## src/design/eag_pkg.sv

```systemverilog
// Purpose: shared constants for the audio routing glue
// Assumes: one clock, the codec clock output
// Notes: register offsets are byte addresses on the plain register port
package eag_pkg;

  // ****************************************
  // register port
  // ****************************************
  localparam int EAG_ADDR_W = 4;
  localparam int EAG_DATA_W = 32;
  localparam logic [EAG_ADDR_W-1:0] EAG_CTRL_OFS = 4'h0;
  localparam logic [EAG_ADDR_W-1:0] EAG_STATUS_OFS = 4'h4;

  // control register fields
  localparam int EAG_CTRL_TX_EN_BIT = 0;
  localparam int EAG_CTRL_RATE_1FS_BIT = 1;
  localparam logic EAG_CTRL_TX_EN_RST = 1'h0;
  localparam logic EAG_CTRL_RATE_1FS_RST = 1'h0;

  // status register fields
  localparam int EAG_ST_RATIO_LSB = 0;
  localparam int EAG_ST_EDGE_BIT = 2;
  localparam int EAG_ST_JUST_BIT = 3;
  localparam int EAG_ST_WLEN_LSB = 4;
  localparam int EAG_ST_I2S_BIT = 6;
  localparam int EAG_ST_TXSRC_BIT = 7;
  localparam int EAG_ST_ROUTE_LSB = 8;
  localparam int EAG_ST_MCLK_RUN_BIT = 11;
  localparam int EAG_ST_WLEN_RSV_BIT = 12;
  localparam int EAG_ST_RATIO_RSV_BIT = 13;
  localparam int EAG_ST_BUF_RDY_BIT = 14;

  // ****************************************
  // switch codes
  // ****************************************
  localparam logic [1:0] EAG_RATIO_256FS = 2'h0;
  localparam logic [1:0] EAG_RATIO_RSV = 2'h1;
  localparam logic [1:0] EAG_RATIO_384FS = 2'h2;
  localparam logic [1:0] EAG_RATIO_512FS = 2'h3;
  localparam logic [1:0] EAG_DIV_BY2 = 2'h2;
  localparam logic [1:0] EAG_DIV_BY3 = 2'h3;
  localparam logic [1:0] EAG_DIV_BY4 = 2'h0;

  localparam logic [1:0] EAG_WLEN_16 = 2'h0;
  localparam logic [1:0] EAG_WLEN_18 = 2'h1;
  localparam logic [1:0] EAG_WLEN_20 = 2'h2;
  localparam logic [1:0] EAG_WLEN_RSV = 2'h3;

  localparam logic [2:0] EAG_ROUTE_A_TO_A = 3'h0;
  localparam logic [2:0] EAG_ROUTE_A_TO_B = 3'h1;
  localparam logic [2:0] EAG_ROUTE_A_TO_C = 3'h2;
  localparam logic [2:0] EAG_ROUTE_A_TO_ALL = 3'h3;
  localparam logic [2:0] EAG_ROUTE_B_TO_ALL = 3'h4;
  localparam logic [2:0] EAG_ROUTE_A_B_PAIR = 3'h5;
  localparam logic [2:0] EAG_ROUTE_B_A_PAIR = 3'h6;
  localparam logic [2:0] EAG_ROUTE_HEADER = 3'h7;

  localparam int EAG_BUF_DEPTH = 2;

endpackage

```

## src/design/eag_stream_if.sv

```systemverilog
// Purpose: valid/ready stream between the glue and its buffer
// Assumes: single clock domain
// Notes: none
`timescale 1ns/1ps
interface eag_stream_if #(parameter int W = 1);
  logic valid;
  logic ready;
  logic [W-1:0] data;
  modport src (output valid, output data, input ready);
  modport snk (input valid, input data, output ready);
endinterface

```

## src/design/eag_buf2.sv

```systemverilog
// Purpose: two-entry buffer on the transmitter data path
// Assumes: synchronous active-high reset
// Notes: output data come straight from the head register
`timescale 1ns/1ps
module eag_buf2 #(
  parameter int W = 1
) (
  // clock and reset
  input wire logic sys_clk_i,
  input wire logic rst_i,
  // stream ports
  eag_stream_if.snk up,
  eag_stream_if.src dn
);
  import eag_pkg::*;

  typedef struct packed {
    logic [W-1:0] head;
    logic [W-1:0] tail;
    logic [1:0] cnt;
  } eag_buf_s;

  eag_buf_s q_ff;
  eag_buf_s nxt_q;
  logic push;
  logic pop;

  assign up.ready = (q_ff.cnt != 2'(EAG_BUF_DEPTH));
  assign dn.valid = (q_ff.cnt != 2'h0);
  assign dn.data = q_ff.head;
  assign push = up.valid && up.ready;
  assign pop = dn.valid && dn.ready;

  always_comb begin
    nxt_q = q_ff;
    unique case ({push, pop})
      2'b10: begin
        if (q_ff.cnt == 2'h0) begin
          nxt_q.head = up.data;
        end else begin
          nxt_q.tail = up.data;
        end
        nxt_q.cnt = q_ff.cnt + 2'h1;
      end
      2'b01: begin
        nxt_q.head = q_ff.tail;
        nxt_q.cnt = q_ff.cnt - 2'h1;
      end
      2'b11: begin
        // full cannot push, so cnt is one here
        nxt_q.head = up.data;
      end
      default: begin
      end
    endcase
  end

  always_ff @(posedge sys_clk_i) begin
    if (rst_i) begin
      q_ff <= '0;
    end else begin
      q_ff <= nxt_q;
    end
  end

endmodule

```

## src/design/eag_glue.sv

```systemverilog
// Purpose: serial audio routing, transmitter clock and format glue
// Assumes: sys_clk_i is the codec clock output; pins are synchronous
// Notes: switch pins read 0 when closed, 1 when open
`timescale 1ns/1ps

// Functional notes
// - seven loopbacks for 0-6, header for 7
// - code 0 feeds input a, 1 feeds b
// - transmitter master clock is 128 Fs
// - codec clock at 1 Fs disables transmitter
// - divide by 2, 3, 4; code 01 reserved
// - switch level 0 closed, 1 open
// - edge switch 0 falling, 1 rising
// - justify switch 0 right, 1 left
// - word length 16, 18, 20; 11 reserved
// - I2S switch 0 gives normal mode
// - I2S switch 1 gives I2S mode
// - source switch low out a, high b
module eag_glue (
  // clock and reset
  input wire logic sys_clk_i,
  input wire logic rst_i,
  // register port
  input wire logic [eag_pkg::EAG_ADDR_W-1:0] reg_addr_i,
  input wire logic [eag_pkg::EAG_DATA_W-1:0] reg_wdata_i,
  input wire logic reg_wr_i,
  input wire logic reg_rd_i,
  output logic [eag_pkg::EAG_DATA_W-1:0] reg_rdata_o,
  // switches
  input wire logic [1:0] divider_ratio_select_i,
  input wire logic tx_sample_edge_select_i,
  input wire logic tx_justify_select_i,
  input wire logic [1:0] tx_word_length_select_i,
  input wire logic tx_i2s_select_i,
  input wire logic tx_source_select_i,
  input wire logic [2:0] loopback_route_select_i,
  // codec serial port
  input wire logic codec_serial_out_a_i,
  input wire logic codec_serial_out_b_i,
  output logic codec_serial_in_a_o,
  output logic codec_serial_in_b_o,
  output logic codec_serial_in_c_o,
  // header serial inputs
  input wire logic [2:0] host_serial_header_i,
  // transmitter
  output logic tx_mclk_o,
  output logic tx_data_o,
  output logic tx_valid_o,
  input wire logic tx_ready_i,
  output logic src_ready_o,
  output logic tx_sample_rising_o,
  output logic tx_left_justify_o,
  output logic [1:0] tx_word_length_o,
  output logic tx_i2s_mode_o
);
  import eag_pkg::*;

  // ****************************************
  // state
  // ****************************************
  typedef struct packed {
    logic tx_en;
    logic rate_1fs;
    logic [1:0] div_cnt;
    logic mclk;
    logic [2:0] sdin;
    logic tx_bit;
    logic tx_live;
    logic edge_rise;
    logic left_just;
    logic [1:0] wlen;
    logic i2s;
    logic [EAG_DATA_W-1:0] rdata;
  } eag_glue_s;

  eag_glue_s st_ff;
  eag_glue_s nxt_st;

  eag_stream_if #(.W(1)) buf_in ();
  eag_stream_if #(.W(1)) buf_out ();

  logic ratio_rsv;
  logic wlen_rsv;
  logic mclk_run;
  logic [1:0] div_last;
  logic [1:0] div_high;
  logic [2:0] route;
  logic [EAG_DATA_W-1:0] status_word;

  // ****************************************
  // switch decode
  // ****************************************
  // switches are used at their pin level: open reads 1
  assign route = loopback_route_select_i;
  assign ratio_rsv = (divider_ratio_select_i == EAG_RATIO_RSV);
  assign wlen_rsv = (tx_word_length_select_i == EAG_WLEN_RSV) && !tx_i2s_select_i;
  // a 1 Fs codec clock cannot be divided to 128 Fs, so stay static
  assign mclk_run = st_ff.tx_en && !st_ff.rate_1fs && !ratio_rsv && !wlen_rsv;

  always_comb begin
    div_last = EAG_DIV_BY2 - 2'h1;
    // ratio code to the last count of the divider
    unique case (divider_ratio_select_i)
      EAG_RATIO_256FS: begin
        div_last = EAG_DIV_BY2 - 2'h1;
      end
      EAG_RATIO_384FS: begin
        div_last = EAG_DIV_BY3 - 2'h1;
      end
      EAG_RATIO_512FS: begin
        div_last = EAG_DIV_BY4 - 2'h1;
      end
      EAG_RATIO_RSV: begin
        div_last = 2'h0;
      end
    endcase
    // high for the first half, the longer half on divide by 3
    // sum widened first: three plus two does not fit two bits
    div_high = 2'((3'(div_last) + 3'h2) >> 1);
  end

  always_comb begin
    status_word = '0;
    status_word[EAG_ST_RATIO_LSB +: 2] = divider_ratio_select_i;
    status_word[EAG_ST_EDGE_BIT] = tx_sample_edge_select_i;
    status_word[EAG_ST_JUST_BIT] = tx_justify_select_i;
    status_word[EAG_ST_WLEN_LSB +: 2] = tx_word_length_select_i;
    status_word[EAG_ST_I2S_BIT] = tx_i2s_select_i;
    status_word[EAG_ST_TXSRC_BIT] = tx_source_select_i;
    status_word[EAG_ST_ROUTE_LSB +: 3] = route;
    status_word[EAG_ST_MCLK_RUN_BIT] = mclk_run;
    status_word[EAG_ST_WLEN_RSV_BIT] = wlen_rsv;
    status_word[EAG_ST_RATIO_RSV_BIT] = ratio_rsv;
    status_word[EAG_ST_BUF_RDY_BIT] = buf_in.ready;
  end

  // ****************************************
  // next state
  // ****************************************
  always_comb begin
    nxt_st = st_ff;

    // register port; data stand for one cycle only
    nxt_st.rdata = '0;
    if (reg_wr_i && reg_addr_i == EAG_CTRL_OFS) begin
      nxt_st.tx_en = reg_wdata_i[EAG_CTRL_TX_EN_BIT];
      // software reports the codec clock rate it programmed
      nxt_st.rate_1fs = reg_wdata_i[EAG_CTRL_RATE_1FS_BIT];
    end
    if (reg_rd_i) begin
      unique case (reg_addr_i)
        EAG_CTRL_OFS: begin
          nxt_st.rdata[EAG_CTRL_TX_EN_BIT] = st_ff.tx_en;
          nxt_st.rdata[EAG_CTRL_RATE_1FS_BIT] = st_ff.rate_1fs;
        end
        EAG_STATUS_OFS: begin
          nxt_st.rdata = status_word;
        end
        default: begin
          nxt_st.rdata = '0;
        end
      endcase
    end

    // master clock divider
    if (!mclk_run) begin
      nxt_st.div_cnt = 2'h0;
      nxt_st.mclk = 1'b0;
    end else begin
      // the counter wraps at the last count of the ratio
      if (st_ff.div_cnt >= div_last) begin
        nxt_st.div_cnt = 2'h0;
      end else begin
        nxt_st.div_cnt = st_ff.div_cnt + 2'h1;
      end
      nxt_st.mclk = (nxt_st.div_cnt < div_high);
    end

    // loopback routing onto codec inputs a, b, c
    unique case (route)
      EAG_ROUTE_A_TO_A: begin
        nxt_st.sdin[0] = codec_serial_out_a_i;
        nxt_st.sdin[1] = 1'b0;
        nxt_st.sdin[2] = 1'b0;
      end
      EAG_ROUTE_A_TO_B: begin
        nxt_st.sdin[0] = 1'b0;
        nxt_st.sdin[1] = codec_serial_out_a_i;
        nxt_st.sdin[2] = 1'b0;
      end
      EAG_ROUTE_A_TO_C: begin
        nxt_st.sdin[0] = 1'b0;
        nxt_st.sdin[1] = 1'b0;
        nxt_st.sdin[2] = codec_serial_out_a_i;
      end
      EAG_ROUTE_A_TO_ALL: begin
        nxt_st.sdin[0] = codec_serial_out_a_i;
        nxt_st.sdin[1] = codec_serial_out_a_i;
        nxt_st.sdin[2] = codec_serial_out_a_i;
      end
      EAG_ROUTE_B_TO_ALL: begin
        nxt_st.sdin[0] = codec_serial_out_b_i;
        nxt_st.sdin[1] = codec_serial_out_b_i;
        nxt_st.sdin[2] = codec_serial_out_b_i;
      end
      // the two pair codes leave input c at zero
      EAG_ROUTE_A_B_PAIR: begin
        nxt_st.sdin[0] = codec_serial_out_a_i;
        nxt_st.sdin[1] = codec_serial_out_b_i;
        nxt_st.sdin[2] = 1'b0;
      end
      EAG_ROUTE_B_A_PAIR: begin
        nxt_st.sdin[0] = codec_serial_out_b_i;
        nxt_st.sdin[1] = codec_serial_out_a_i;
        nxt_st.sdin[2] = 1'b0;
      end
      EAG_ROUTE_HEADER: begin
        nxt_st.sdin[0] = host_serial_header_i[0];
        nxt_st.sdin[1] = host_serial_header_i[1];
        nxt_st.sdin[2] = host_serial_header_i[2];
      end
    endcase

    // transmitter data source
    if (tx_source_select_i) begin
      nxt_st.tx_bit = codec_serial_out_b_i;
    end else begin
      nxt_st.tx_bit = codec_serial_out_a_i;
    end
    // only a running master clock makes the path live
    nxt_st.tx_live = mclk_run;

    // transmitter format
    nxt_st.edge_rise = tx_sample_edge_select_i;
    nxt_st.i2s = tx_i2s_select_i;
    // justification and length are meaningless in I2S mode
    if (tx_i2s_select_i) begin
      nxt_st.left_just = 1'b0;
    end else begin
      nxt_st.left_just = tx_justify_select_i;
    end
    // a reserved length keeps the last legal setting
    unique case (tx_word_length_select_i)
      EAG_WLEN_16: begin
        nxt_st.wlen = EAG_WLEN_16;
      end
      EAG_WLEN_18: begin
        nxt_st.wlen = EAG_WLEN_18;
      end
      EAG_WLEN_20: begin
        nxt_st.wlen = EAG_WLEN_20;
      end
      EAG_WLEN_RSV: begin
        nxt_st.wlen = st_ff.wlen;
      end
    endcase
  end

  always_ff @(posedge sys_clk_i) begin
    if (rst_i) begin
      st_ff <= '0;
      st_ff.tx_en <= EAG_CTRL_TX_EN_RST;
      st_ff.rate_1fs <= EAG_CTRL_RATE_1FS_RST;
    end else begin
      st_ff <= nxt_st;
    end
  end

  // ****************************************
  // transmitter buffer
  // ****************************************
  // a stall by the transmitter is absorbed by two words, then pushes back
  // a bit refused while full is lost at the source, not later
  assign buf_in.valid = st_ff.tx_live;
  assign buf_in.data = st_ff.tx_bit;
  assign buf_out.ready = tx_ready_i;

  eag_buf2 #(.W(1)) u_buf (
    .sys_clk_i(sys_clk_i),
    .rst_i(rst_i),
    .up(buf_in),
    .dn(buf_out)
  );

  // ****************************************
  // outputs
  // ****************************************
  // data outputs come from registers, the handshakes do not
  assign reg_rdata_o = st_ff.rdata;
  assign codec_serial_in_a_o = st_ff.sdin[0];
  assign codec_serial_in_b_o = st_ff.sdin[1];
  assign codec_serial_in_c_o = st_ff.sdin[2];
  assign tx_mclk_o = st_ff.mclk;
  assign tx_data_o = buf_out.data;
  assign tx_valid_o = buf_out.valid;
  assign src_ready_o = buf_in.ready;
  assign tx_sample_rising_o = st_ff.edge_rise;
  assign tx_left_justify_o = st_ff.left_just;
  assign tx_word_length_o = st_ff.wlen;
  assign tx_i2s_mode_o = st_ff.i2s;

endmodule

```

## config.mk

```make
export PLATFORM = sky130hd
export DESIGN_NAME = eag_glue
export DESIGN_NICKNAME = d
export VERILOG_FILES = /design/src/design/eag_pkg.sv /design/src/design/eag_stream_if.sv /design/src/design/eag_buf2.sv /design/src/design/eag_glue.sv
export SDC_FILE = /design/constraint.sdc
export NUM_CORES = 1
export LEC_CHECK = 0
export BUFFER_PORTS_ARGS = -buffer_cell sky130_fd_sc_hd__buf_2
export CAP_MARGIN = 30
export CORE_MARGIN = 10
export CORE_UTILIZATION = 40
export CTS_CLUSTER_SIZE = 25
export DETAILED_ROUTE_END_ITERATION = 8
export PLACE_DENSITY = 0.75
export SETUP_SLACK_MARGIN = 0.1
export SYNTH_ARGS = -nofsm -noshare
export SYNTH_HDL_FRONTEND = slang
export SYNTH_SLANG_ARGS = --single-unit
```

## constraint.sdc

```tcl
create_clock -name sys_clk_i -period 3.7 [get_ports sys_clk_i]
set_input_delay 0.185 -clock sys_clk_i [delete_from_list [all_inputs] [get_ports sys_clk_i]]
set_output_delay 0.185 -clock sys_clk_i [all_outputs]
set_load 0.05 [all_outputs]
```

=== After elaboration in Yosys (flattened, before gate mapping) ===
Index checks and enable logic that the tools add are counted.
Widths: inputs -> output; s select.

* Bitwise operators: 4
* Equal/unequal tests: 19
* Add/subtract/negate cells: 4
* Reduce and logical (&&, ||, !) cells: 25
* $lt $le $gt $ge: 2
* Multiplexer cells: 10

{| class="wikitable"
|+ Operator list
! cell !! number
|-
| $pmux 3 s8 || 1
|-
| $eq 2x2->1 const B || 6
|-
| $eq 3x3->1 const B || 4
|-
| $pmux 2 s2 || 2
|-
| $pmux 2 s4 || 1
|-
| $logic_and 1x1->1 || 7
|-
| $eq 2x1->1 const B || 3
|-
| $eq 3x2->1 const B || 2
|-
| $logic_not 2->1 || 3
|-
| $pmux 2 s3 || 1
|-
| $reduce_or 2->1 || 3
|-
| $add 2x1->2 const B || 2
|-
| $eq 4x3->1 const B || 1
|-
| $logic_not 1->1 || 4
|-
| $logic_not 4->1 || 1
|-
| $mux 2 || 2
|-
| $not 1->1 || 4
|-
| $reduce_and 2->1 || 2
|-
| $reduce_bool 2->1 || 2
|-
| $add 2x2->3 const B || 1
|-
| $eq 3x1->1 const B || 1
|-
| $logic_not 3->1 || 1
|-
| $pmux 1 s3 || 1
|-
| $reduce_bool 3->1 || 1
|-
| 7 further kinds || 8
|}

* Register bits after elaboration: 51
* Output and inout bits: 44
* Input bits: 57
* Logic and storage cells: 80

=== Logic depth before layout (Yosys ltp) ===
* Word-level depth: 6
* Mapped depth: 8
* Mapped depth without buffers: 8

=== Hierarchy ===
A second synthesis with hierarchy kept.

* Cell total of the unflattened synthesis: 171
* Area total of the unflattened synthesis: 1,682.9 µm²

{| class="wikitable"
|+ By module, submodules not included
! module !! instances !! area each (µm²) !! sequential area each (µm²) !! cells an instance
|-
| eag_glue || 1 || 1,456.4 || 600.6 || 145
|-
| eag_buf2 || 1 || 226.5 || 80.1 || 26
|}

=== Least setup slack after synthesis ===
No wires, ideal clock.

* Path type: input to register
* Start point: in divider_ratio_select_i[0]
* End point: reg st_ff (netlist bit tx_mclk_o)
* Required time: 3,597 ps
* Arrival: 1,869 ps
* Path buffers: 0
* Stages: 8
* Slack: 1,728 ps
* Library setup time: 103 ps
* Cells stage by stage: inv_1 ha_1 ha_1 nand2b_1 a211oi_1 ha_1 nor2b_1 a2111oi_2

* Longest elaborated chain between the ends: 6
* Elaborated cells between the ends (all ways): 15
* Classes of those cells: 1 x add/sub; 2 x order compare; 3 x eq/ne; 3 x mux; 1 x bitwise; 5 x reduce/logical

{| class="wikitable"
|+ RTL lines
! what !! RTL line !! source
|-
| start, declared || eag_glue.sv:30 || <nowiki>input wire logic [1:0] divider_ratio_select_i,</nowiki>
|-
| $eq 2x1->1 (tied with other cells) || eag_glue.sv:95, eag_glue.sv:103 ||
|-
| $pmux 2 s4 or $logic_not 1->1 (tied branches) || eag_glue.sv:103, eag_glue.sv:98 ||
|-
| $ge 2x2->1 or $logic_and 1x1->1 (tied branches) || eag_glue.sv:171, eag_glue.sv:98 ||
|-
| $mux 2 or $logic_and 1x1->1 (tied branches) || eag_glue.sv:171, eag_glue.sv:98 ||
|-
| $mux 2 or $not 1->1 (tied branches) || n/a ||
|-
| $lt 2x2->1 or $reduce_or 2->1 (tied branches) || n/a ||
|-
| end signal, assigned || eag_glue.sv:265 || <nowiki>st_ff <= nxt_st;</nowiki>
|-
| end, declared || eag_glue.sv:76 || <nowiki>eag_glue_s st_ff;</nowiki>
|}

Several ways; a longest one is shown, not always the timed one. The select of a mux whose other input is x is not followed.
A chain may end at the register's enable or synchronous reset.

=== Worst setup path in the final report ===
* Start point: reg st_ff[43] (netlist name)
* End point: reg st_ff (netlist bit tx_mclk_o)

* Longest elaborated chain between the ends: 4
* Elaborated cells between the ends (all ways): 5
* Classes of those cells: 1 x add/sub; 2 x order compare; 2 x mux

{| class="wikitable"
|+ RTL lines
! what !! RTL line !! source
|-
| $add 2x1->2 or $ge 2x2->1 (tied branches) || eag_glue.sv:174, eag_glue.sv:171 ||
|-
| $mux 2 * || eag_glue.sv:171 || <nowiki>if (st_ff.div_cnt >= div_last) begin</nowiki>
|-
| $mux 2 * || eag_glue.sv:166 || <nowiki>if (!mclk_run) begin</nowiki>
|-
| $lt 2x2->1 * || eag_glue.sv:176 || <nowiki>nxt_st.mclk = (nxt_st.div_cnt < div_high);</nowiki>
|}

Every way passes the cells marked *; elsewhere a longest branch is shown, timed or not. The select of a mux whose other input is x is not followed.

==> summary.md <==
| Metric | Value |
|---|---|
| Status | complete, no violations |
| CTS Root Cell | clkbuf_8 |
| Min-Delay Path Class | in2reg |
| WL met2 | between 1500 and 2000 µm |
| Total number of H-tree levels | 2 |
| Hold WS | 0.115 ns |
| CP max stage delay | ~0.38 ns |
| Synthesized instance count | 172 |
| Final WS setup | roughly 1.7 ns |
| CP max FO | 3 |
| Vias in the first global route | 1113 |
| Final setup vio count | 0 |
| Routed WL | roughly 3300 µm |
| Gr ovfl total | 0 |
| CP Data Required Time | around 3.9 ns |
| Pre-CTS setup slack | 1.44 ns |
| Minimum clock period | ~2 ns |
| DP HPWL | ~2600 µm |
| Vias per inst | around 4.4 |
| RSZ-0062 raised after global routing | false |
| Row count | 23 |
| Synth warnings | 0 |
| Cts hold-fix bufs | 0 |
| Syn_area_per_cell | just under 10 µm² |
| Synth unique cells | 37 |
| Number of port buffers | 53 |
| Layout Nets | 274 |
| Final Cycle Share | a little under three fifths |
| TNS Setup | 0 ns |
| Final Cell Area | 1880 µm² |
| Synth Register Bits | 34 |
| Worst-path clk slew | ~0.070 ns |
| Ports | between 100 and 150 |
| Overall power | ~0.77 mW |
| Clock insertion delay at the later pin of the skew report | approximately 0.28 ns |
| Worst Path Buf+Inv | 1 |
| Hold path start | tx_i2s_select_i |
| Cts bufs inserted | 5 |
| Commonest non-fill, non-tap cell in the layout | buf_2 |
| Drt pass-1 iters | 3 |
| Clock tree buffer depth | 2 |
| First-pass GRT wire length | approximately 5000 µm |
| Clock sinks | 34 |
| Post-CTS Resized | 0 |
| Area contributors post-synth | dfxtp_1, buf_4, ha_1 |
| Final ANT Viol Nets | 0 |
| Critical Path AT | around 2.2 ns |
| Worst Setup SP | st_ff[43] |
| WL per Instance | 12.6 µm |
| Layout cells sized above 1 | 30.5% |
| Residual DRC | 0 |
| Die Footprint | 7180 µm² |
| Critical Path Most Common Cell | ha_1 |
| Crit path kind | reg2reg |
| Met3 WL | about 250 µm |
| Crit-path cells | inv_1, ha_1, nand2b_1, a211oi_1, ha_1, nor2b_1, a2111oi_2 |
| Most frequent cells in the layout | buf_2, dfxtp_1, conb_1 |
| TritonCTS clock tree | done |
| Area of the mapped netlist | between 1500 and 2000 µm² |
| Antenna violations before repair | 0 |
| Post-DP Area | 1780 µm² |
| Reg-to-reg startpoint | st_ff[43] |
| Largest net degree at the start of global routing | 21 |
| Sequential share of the synthesized area | about two fifths |
| Cell Pwr Density | 409 nW/µm² |
| CP max stage cell | dfxtp_1 |
| Initial Util | roughly two fifths |
| Setup Buffers After CTS | 0 |
| Max Cap Viol | 0 |
| Diode count | 0 |
| Die Wd | between 80 and 90 µm |
| Final Hold Fails | 0 |
| Filler instances | approximately 400 |
| DR iter-0 viols | 33 |
| Area delta synth->final | 11.9% |
| Post-synth top area share | about two fifths |
| CP Capture Type | flip-flop |
| Max Slew Vio Count | 0 |
| CORE AREA | between 4000 and 5000 µm² |
| Startpoint Class | flip-flop |
| Die Ht | about 85 µm |
| Worst VDD drop | 0.000138 V |
| CP delay by family, top | compound AO/OA/AOI/OAI gates |
| Achievable Freq | between 0.4 and 0.5 GHz |
| RePlAce Congestion | 0.709 |
| Uppermost routed layer | met4 |
| Post-Route M1 WL | 1340 µm |
| GRT Util Overall | around 8.7% |
| Routed vias | around 1200 |
| Clock skew | 0.00511 ns |
| Top cell type by total area after synthesis | dfxtp_1 |
| Leakage power | a little over 0.9 nW |
cell families after synthesis:
group	Yosys count	share of synthesized area, %
AO/OA/AOI/OAI	15	6.05
XOR/XNOR	4	2.09
adder cells (fa/ha/maj)	8	5.97
buffers and inverters	45	18.0
flip-flops	34	40.6
multiplexers	8	4.78
other	1	0.224
AND/OR/NAND/NOR	57	22.3
sequential cells by signal (all words and copies together), names as in the netlist, 2 cells and up:
register          cells
reg_rdata_o          15
tx_word_length_o      2
u_buf.q_ff            3
st_ff                 4
synth_stat cells:
cell type / number
buf_4: 34
dfxtp_1: 34
and2_1: 13
ha_1: 8
mux2i_1: 8
nor2_1: 7
inv_1: 6
nand2b_1: 6
nand3b_1: 6
nor2b_1: 6
o21ai_0: 4
a211oi_1: 3
a21oi_1: 3
buf_2: 3
nor3b_1: 3
xnor2_1: 3
a21o_1: 2
and3b_1: 2
and4b_1: 2
nand2_1: 2
a2111oi_2: 1
a31oi_1: 1
and3_1: 1
and4_1: 1
buf_1: 1
clkbuf_2: 1
conb_1: 1
nand3_1: 1
nand4_1: 1
nor3_1: 1
nor3_2: 1
nor4b_2: 1
o31ai_1: 1
or2_2: 1
or3_1: 1
or3b_1: 1
xor2_1: 1
worst paths after layout:
path	to	slack, ns	cells after the start
setup / recovery	tx_mclk_o	1.66	7
hold / removal	tx_left_justify_o	0.11	2
setup reg to reg	tx_mclk_o	1.66	7
hold reg to reg	u_buf.dn.data	0.46	2
cell type report:
cell class                 count  area, µm²  share of cell area [%]
multi-input combinational    109        753                    40.2
sequential                    34        681                    36.3
inverter                       6       22.5                    1.20
tap                           50       62.6                    3.34
timing repair buffer          53        265                    14.1
clock inverter                 1       5.00                   0.267
clock buffer                   7       86.3                    4.60
per-stage QoR:
step / util (%) / std cells
2_1_floorplan: - / 188
3_5_place_dp: 44.3 / 252
3_3_place_gp: 44.3 / 252
6_report: 46.6 / 260
4_1_cts: 46.6 / 260
5_1_grt: 46.6 / 260
layer usage:
metal	vias to the layer above	GRT usage, %
met5	-	0
met3	4	3.96
met4	0	4.49
li1	592	-
met2	39	14.8
met1	516	8.77
power by group:
| part | leakage (nW) | internal (mW) | switching [mW] | total (mW) |
|---|---|---|---|---|
| clock | 0.0482 | 0.150 | 0.124 | 0.274 |
| combinational | 0.603 | 0.0305 | 0.0877 | 0.118 |
| sequential | 0.276 | 0.373 | 0.00230 | 0.375 |
Note: power is estimated with default switching activity, not from simulation.
